File: config.mk
export PLATFORM = sky130hd
export DESIGN_NAME = rom_ctrl_flat
export DESIGN_NICKNAME = d
export VERILOG_FILES = /design/src/include/rom_pkg.sv /design/src/include/rom_if.sv /design/src/rom_ctrl.sv /design/src/flat_wrapper.sv
export SDC_FILE = /design/constraint.sdc
export NUM_CORES = 1
export LEC_CHECK = 0
export BUFFER_PORTS_ARGS = -buffer_cell sky130_fd_sc_hd__buf_2
export CORE_MARGIN = 2
export CORE_UTILIZATION = 53
export CTS_CLUSTER_DIAMETER = 200
export DETAILED_ROUTE_END_ITERATION = 6
export GPL_TIMING_DRIVEN = 0
export PLACE_DENSITY = 0.83
export RECOVER_POWER = 25
export SYNTH_ARGS = -nofsm -noshare
export SYNTH_HDL_FRONTEND = slang
export SYNTH_SLANG_ARGS = --single-unit
File: constraint.sdc
create_clock -name clk -period 4 [get_ports clk]
set_input_delay 0.8 -clock clk [delete_from_list [all_inputs] [get_ports clk]]
set_output_delay 0.8 -clock clk [all_outputs]
set_load 0.1 [all_outputs]
File: src/include/rom_pkg.sv
/*
  Shared constants and types for the clocked-output mask ROM and its controller.
  Assumes a single 50 MHz system clock shared by both ends.
*/
package rom_pkg;
  localparam int ADDR_W = 8;
  localparam int DATA_W = 10;
  localparam int DEPTH = 256;
  localparam int CLK_PERIOD_NS = 20;
  // Shortest interval between two addresses, in ns.
  localparam int MIN_CYCLE_NS = 550;
  localparam int MIN_CYCLE_CYC = (MIN_CYCLE_NS + CLK_PERIOD_NS - 1) / CLK_PERIOD_NS;
  localparam int CNT_W = 6;
  localparam logic [CNT_W-1:0] CYC_LAST = CNT_W'(MIN_CYCLE_CYC - 1);
  localparam logic [CNT_W-1:0] CNT_ZERO = 6'h00;
  localparam logic [CNT_W-1:0] CNT_ONE = 6'h01;
  localparam logic [DATA_W-1:0] DATA_ZERO = 10'h000;
  localparam logic [ADDR_W-1:0] ADDR_ZERO = 8'h00;
  typedef logic [DATA_W-1:0] word_type;
  typedef logic [ADDR_W-1:0] addr_type;
  typedef word_type [DEPTH-1:0] table_type;
endpackage : rom_pkg

File: src/include/rom_if.sv
/*
  Pin bundle between the ROM and the system logic driving it.
  Assumes the bench resolves the shared data wire from data_oe.
*/
`timescale 1ns/100ps
`default_nettype none
interface rom_if;
  import rom_pkg::*;
  logic [ADDR_W-1:0] addr;
  logic rom_clk;
  logic chip_en;
  logic [DATA_W-1:0] data_out;
  logic data_oe;
  modport dev (input addr, input rom_clk, input chip_en, output data_out, output data_oe);
  modport ctl (output addr, output rom_clk, output chip_en, input data_out, input data_oe);
endinterface : rom_if
`default_nettype wire

File: src/rom_ctrl.sv
/*
  System-side controller that reads words from the clocked ROM.
  Assumes the ROM samples on the rising edge of rom_clk.
*/
`timescale 1ns/100ps
`default_nettype none
module rom_ctrl (
  // System
  input wire logic clk,
  input wire logic reset_n,
  // User request
  input wire logic req_valid,
  input wire logic [rom_pkg::ADDR_W-1:0] req_addr,
  input wire logic req_en,
  output logic req_ready,
  output logic rsp_valid,
  output logic [rom_pkg::DATA_W-1:0] rsp_data,
  // Pins
  rom_if.ctl pins
);
  import rom_pkg::*;

  typedef enum logic [1:0] {IDLE, SETUP, PULSE, CAPT} phase_type;
  typedef struct packed {
    phase_type ph;
    logic [CNT_W-1:0] cnt;
    addr_type addr;
    logic ce;
    logic clk_o;
    logic rsp;
    word_type data;
  } state_type;

  state_type st_r;
  state_type st_nxt;

  always_comb begin
    st_nxt = st_r;
    st_nxt.rsp = 1'b0;
    case (st_r.ph)
      IDLE: begin
        if (req_valid) begin
          st_nxt.addr = req_addr;
          st_nxt.ce = req_en;
          st_nxt.clk_o = 1'b0;
          st_nxt.cnt = CNT_ZERO;
          st_nxt.ph = SETUP;
        end
      end
      SETUP: begin
        st_nxt.cnt = st_r.cnt + CNT_ONE;
        if (st_r.cnt == CYC_LAST) begin
          st_nxt.clk_o = 1'b1;
          st_nxt.ph = PULSE;
        end
      end
      PULSE: begin
        st_nxt.clk_o = 1'b0;
        st_nxt.ph = CAPT;
      end
      CAPT: begin
        // The device loads its register on the rising edge of the pulse, so the
        // new word is only on the pins one cycle later.
        if (pins.data_oe) begin
          st_nxt.data = pins.data_out;
        end
        st_nxt.rsp = st_r.ce;
        st_nxt.ph = IDLE;
      end
      default: begin
        st_nxt.ph = IDLE;
      end
    endcase
    if (st_r.rsp) begin
      st_nxt.rsp = 1'b0;
    end
  end

  always_ff @(posedge clk) begin
    if (!reset_n) begin
      st_r <= '0;
    end else begin
      st_r <= st_nxt;
    end
  end

  assign req_ready = (st_r.ph == IDLE);
  assign rsp_valid = st_r.rsp;
  assign rsp_data = st_r.data;
  assign pins.addr = st_r.addr;
  assign pins.rom_clk = st_r.clk_o;
  assign pins.chip_en = st_r.ce;
endmodule : rom_ctrl
`default_nettype wire

File: src/flat_wrapper.sv
// flat-port wrapper written by rule: the top's interface ports become plain ports
module rom_ctrl_flat import rom_pkg::*;
  (clk, reset_n, req_valid, req_addr, req_en, req_ready, rsp_valid, rsp_data, pins_addr, pins_rom_clk, pins_chip_en, pins_data_out, pins_data_oe);
  rom_if pins_i ();
  input wire logic clk;
  input wire logic reset_n;
  input wire logic req_valid;
  input wire logic [rom_pkg::ADDR_W-1:0] req_addr;
  input wire logic req_en;
  output logic req_ready;
  output logic rsp_valid;
  output logic [rom_pkg::DATA_W-1:0] rsp_data;
  output wire logic [$bits(pins_i.addr)-1:0] pins_addr;
  output wire logic [$bits(pins_i.rom_clk)-1:0] pins_rom_clk;
  output wire logic [$bits(pins_i.chip_en)-1:0] pins_chip_en;
  input wire logic [$bits(pins_i.data_out)-1:0] pins_data_out;
  input wire logic [$bits(pins_i.data_oe)-1:0] pins_data_oe;
  assign pins_addr = pins_i.addr;
  assign pins_rom_clk = pins_i.rom_clk;
  assign pins_chip_en = pins_i.chip_en;
  assign pins_i.data_out = pins_data_out;
  assign pins_i.data_oe = pins_data_oe;
  rom_ctrl u_core (.clk(clk), .reset_n(reset_n), .req_valid(req_valid), .req_addr(req_addr), .req_en(req_en), .req_ready(req_ready), .rsp_valid(rsp_valid), .rsp_data(rsp_data), .pins(pins_i));
endmodule
After elaboration in Yosys (flattened, before gate mapping)
Index checks and enable logic that the tools add are counted.
- flip-flop bits (word level): 29
- input bits: 23
- output and inout bits: 22
- logic and storage cells: 31
- $add $sub $neg: 1
- eq/ne operators: 6
- multiplexer cells: 6
- bitwise logic cells: 2
- reductions and logical operators: 9
- operators with widths (operator ; number):
    $mux W18 ; 1
    $pmux W6 S2 ; 1
    $pmux W2 S4 ; 1
    $reduce_and A2 Y1 ; 4
    $add A6 B1 Y6 const B ; 1
    $eq A6 B5 Y1 const B ; 1
    $eq A2 B2 Y1 const B ; 2
    $pmux W1 S3 ; 1
    $reduce_and A3 Y1 ; 1
    $reduce_bool A3 Y1 ; 1
    $reduce_or A3 Y1 ; 1
    $eq A2 B1 Y1 const B ; 1
    $logic_not A2 Y1 ; 1
    $mux W2 ; 1
    $ne A2 B1 Y1 const B ; 1
    $ne A2 B2 Y1 const B ; 1
    $not A1 Y1 ; 2
    $reduce_bool A2 Y1 ; 1
    $mux W1 ; 1

Logic depth before layout (Yosys ltp)
- word-level depth: 3
- gate-level depth with buffers: 6
- depth with buffers taken out: 6

Least setup slack after synthesis
No wires, ideal clock.
- kind: reg2reg
- start point: register u_core.st_r[27] (netlist bit)
- end point: register u_core.st_r[24] (netlist bit)
- setup time: 0.070 ns
- arrival: 2.141 ns
- data required time: 3.930 ns
- path slack: 1.789 ns
- stages on the path, launching flop included: 6
- path buffers: 0
- period minus slack after synthesis: 2.211 ns
- cell sequence: dfxtp_1 -> inv_1 -> ha_1 -> mux2i_1 -> or3_1 -> a21oi_1
- longest elaborated chain between the ends: 3
- elaborated cells between the ends (all ways): 6
- classes of those cells: eq/ne: 2; mux: 1; reduce/logical: 3
- ends and longest elaborated chain (element ; RTL line ; RTL):
    start, declared ; rom_ctrl.sv:34 ; state_type st_r;
    start signal, assigned ; rom_ctrl.sv:83 ; st_r <= st_nxt;
    $logic_not A2 Y1 (*) ; - ;
    net req_ready ; flat_wrapper.sv:10 ; output logic req_ready;
    $ne A2 B2 Y1 (no source line) or $reduce_bool A2 Y1 (tied branches) ; - ;
    $reduce_and A2 Y1 (no source line) ; - ;
Mark *: on every way through the listed nets, which the timed path passes. The rest lies on a longest branch.
A chain may end at the register's enable or synchronous reset.

Final worst setup path
- start point: register u_core.st_r[27] (netlist bit)
- end point: output port req_ready
- longest elaborated chain between the ends: 1
- ends and longest elaborated chain (element ; RTL line ; RTL):
    $logic_not A2 Y1 ; rom_ctrl.sv:87 ; assign req_ready = (st_r.ph == IDLE);
    end, declared ; flat_wrapper.sv:10 ;
No other way between the ends.

==> results by group <==
Outcome
  – Status: finished clean

CTS
  – Hold-fix buffers, CTS: 0
  – CTS Buf Count: 5
  – Clock Latency Late Sink: 0.32 ns
  – H-Tree Depth: 2
  – CTS Root Cell: clkbuf_4
  – CTS tree: built
  – Clock transition at the registers of the reported paths: 0.10 ns
  – CTS Sinks: 29
  – Post-cts gate resize count: 0
  – Clock buffer depth: 2
  – Post-CTS setup buffers: 0

Route
  – Routed wl met2: 1340 um
  – WL per Instance: 11.5 um
  – Post-DRT Antenna Nets: 0
  – Total wire length: 2780 um
  – Via Count: 1194
  – Met3 WL: 207 um
  – DRT Pass-1 Iters: 4
  – Via density per instance: 4.95
  – DRT met1 WL: 1240 um
  – DRC Markers: 0
  – Iteration-0 DRC count of the detailed router: 30
  – Max layer used: met3

Critical path
  – CP max stage delay: 0.47 ns
  – CP Launch Type: register
  – Cell Chain, Critical Path: inv_1 > ha_1 > buf_2
  – Worst path arrival time: 1.55 ns
  – WS Path Type: reg -> out
  – Worst path slowest cell: buf_2
  – WP data required: 3.20 ns
  – Worst-path fanout max: 6
  – Buf+Inv Stages, Crit Path: 2
  – Kind of end point of the critical path: primary output
  – Top Family by Delay on Critical Path: buffers and inverters

Logic synthesis
  – Ys flop type: dfxtp_1
  – Top post-synthesis cells by area: dfxtp_1, nand2_1, a21boi_0
  – Top-count cell post-synth: nand2_1
  – Area leader, netlist: dfxtp_1
  – Seq/Total Area, Yosys: 42.7%
  – Distinct cells, synth: 25
  – Mapped Nets: 189
  – Async S/R FF share, synth: 0%
  – Post-Syn Area: 0.00136 mm2
  – Post-synth EDFFs: 0
  – Area share of the largest cell type after synthesis: 42.7%
  – Synth top cells by count: nand2_1, dfxtp_1, a21boi_0
  – Cells after Synth: 160
  – Synth Warn #: 0
  – Post-Syn Area per Cell: 8.50 um2
  – Synthesis-stage register bit count: 29

Hold path
  – Worst min path class: reg -> reg

Global routing
  – GRT overflow: 0
  – Total GRT Usage: 19.1%
  – Largest net degree at the start of global routing: 11
  – Vias in the first global route: 987
  – First-pass GRT wire length: 4130 um
  – Antenna violations before repair: 0

Flow run
  – Max-Cap Viols: 0

Finish
  – Core Util, Final: 69.2%
  – Fin nets: 239
  – Share of layout cells above drive strength 1: 32.2%
  – Area delta synth->final: 24.8%
  – Fin cells: 241
  – Fillers: 189
  – Antenna diode count: 0

Floorplanning
  – I/O pin total: 45
  – Die Span Y: 54.7 um
  – Core Footprint: 0.00245 mm2
  – Die width: 54.7 um
  – Initial Utilization: 55.4%
  – Row count: 18
  – Die area: 0.00299 mm2

STA
  – Worst Clk Skew: 0.0115 ns
  – Final period utilization: 58.7%
  – Setup tns final: 0 ns
  – Hold Vio Cnt, Final: 0
  – Setup violations, final: 0
  – Actual slew at the worst max-slew pin: 0.548 ns
  – Max-Slew Margin vs Limit: 62.4%
  – Tmin final: 2.35 ns
  – Slew Limit Fails: 0
  – Fmax: 426 MHz
  – WHS: 0.471 ns
  – RSZ-0062 raised after global routing: false

Placed design
  – Detailed Place HPWL: 2110 um
  – GPL Wtd Cong: 0.829
  – Placed Cells: 233
  – PortBufs: 43

Pwr
  – Worst vdd rail ir drop: 0.000732 V
  – Power per cell area: 639 mW/mm2
  – Leak: 0.789 nW
  – Pwr Total: 1.08 mW
[logic make-up after synthesis]
family	share of synthesized area [%]
AOI/OAI and AO/OA	17.1
xor gates and xnor gates	0.644
adders and majority gates	5.52
buffers and inverters	12.1
DFF	42.7
muxes	1.47
and+or+nand+nor	20.4
[path summary, 6_finish.rpt]
check / from / to / slack [ns] / cells past startpoint
worst min register to register: u_core.rsp_data[5] / u_core.rsp_data[5] / 0.47 / 2
worst max register to register: u_core.st_r[27] / u_core.st_r[26] / 2.19 / 6
worst max-delay path: u_core.st_r[27] / req_ready / 1.65 / 3
worst min-delay path: u_core.rsp_data[5] / u_core.rsp_data[5] / 0.47 / 2
[state kept, by name (all words and copies together) (netlist names)]
signal,count
u_core.st_r,8
u_core.rsp_valid,1
u_core.pins.chip_en,1
u_core.rsp_data,10
u_core.pins.rom_clk,1
u_core.pins.addr,8
[worst register-to-register path, cell delays in order, from the launching register on]
cell and delay, ns:
dfxtp_1 0.44, inv_1 0.10, ha_1 0.28, mux2i_1 0.48
nor3_1 0.16, xnor2_1 0.17, nor2_1 0.05
[layout make-up]
cell class | instances | area, um2 | area share [%]
clock inverters | 1 | 30.0 | 1.77
repair buffers | 43 | 215 | 12.7
inverters | 3 | 11.3 | 0.663
plain buffers | 23 | 154 | 9.06
well taps | 30 | 37.5 | 2.21
multi-input cells | 105 | 614 | 36.2
clock buffers | 7 | 55.1 | 3.24
flip-flops and latches | 29 | 581 | 34.2
[per-stage QoR]
stage / area [um2] / worst slack, ns
after floorplan: 1360 / 1.79
after global placement: 1610 / 2.07
after detailed placement: 1610 / 2.04
after CTS: 1700 / 1.66
after global routing: 1700 / 1.59
final: 1700 / 1.65
[placed cells by master (no fill, tap or decap), types with 2 or more instances in the layout]
cell type,synthesis,routed
buf_4,18,18
o21ai_0,4,4
a21boi_0,21,21
clkbuf_4,0,5
clkbuf_1,5,6
dfxtp_1,29,29
nor2b_1,3,3
buf_2,0,43
ha_1,6,6
mux2i_1,2,2
nor2_1,3,3
a21oi_1,4,4
inv_1,3,3
nor3b_1,2,2
nand3_1,2,2
nand2_1,45,45
and2_1,2,2
or3_1,2,2
[report_power, final]
group	switching, mW	internal [mW]	total (mW)	leakage [nW]
Combinational	0.357	0.123	0.479	0.508
Clock	0.101	0.149	0.251	0.0455
Sequential	0.0301	0.325	0.355	0.235
[layer usage]
metal	GRT usage, %	up-vias
li1	-	608
met1	22.9	546
met2	32.3	40
met3	5.74	0
met4	6.25	0
met5	0	-
Power figures use the tool's default switching activity.
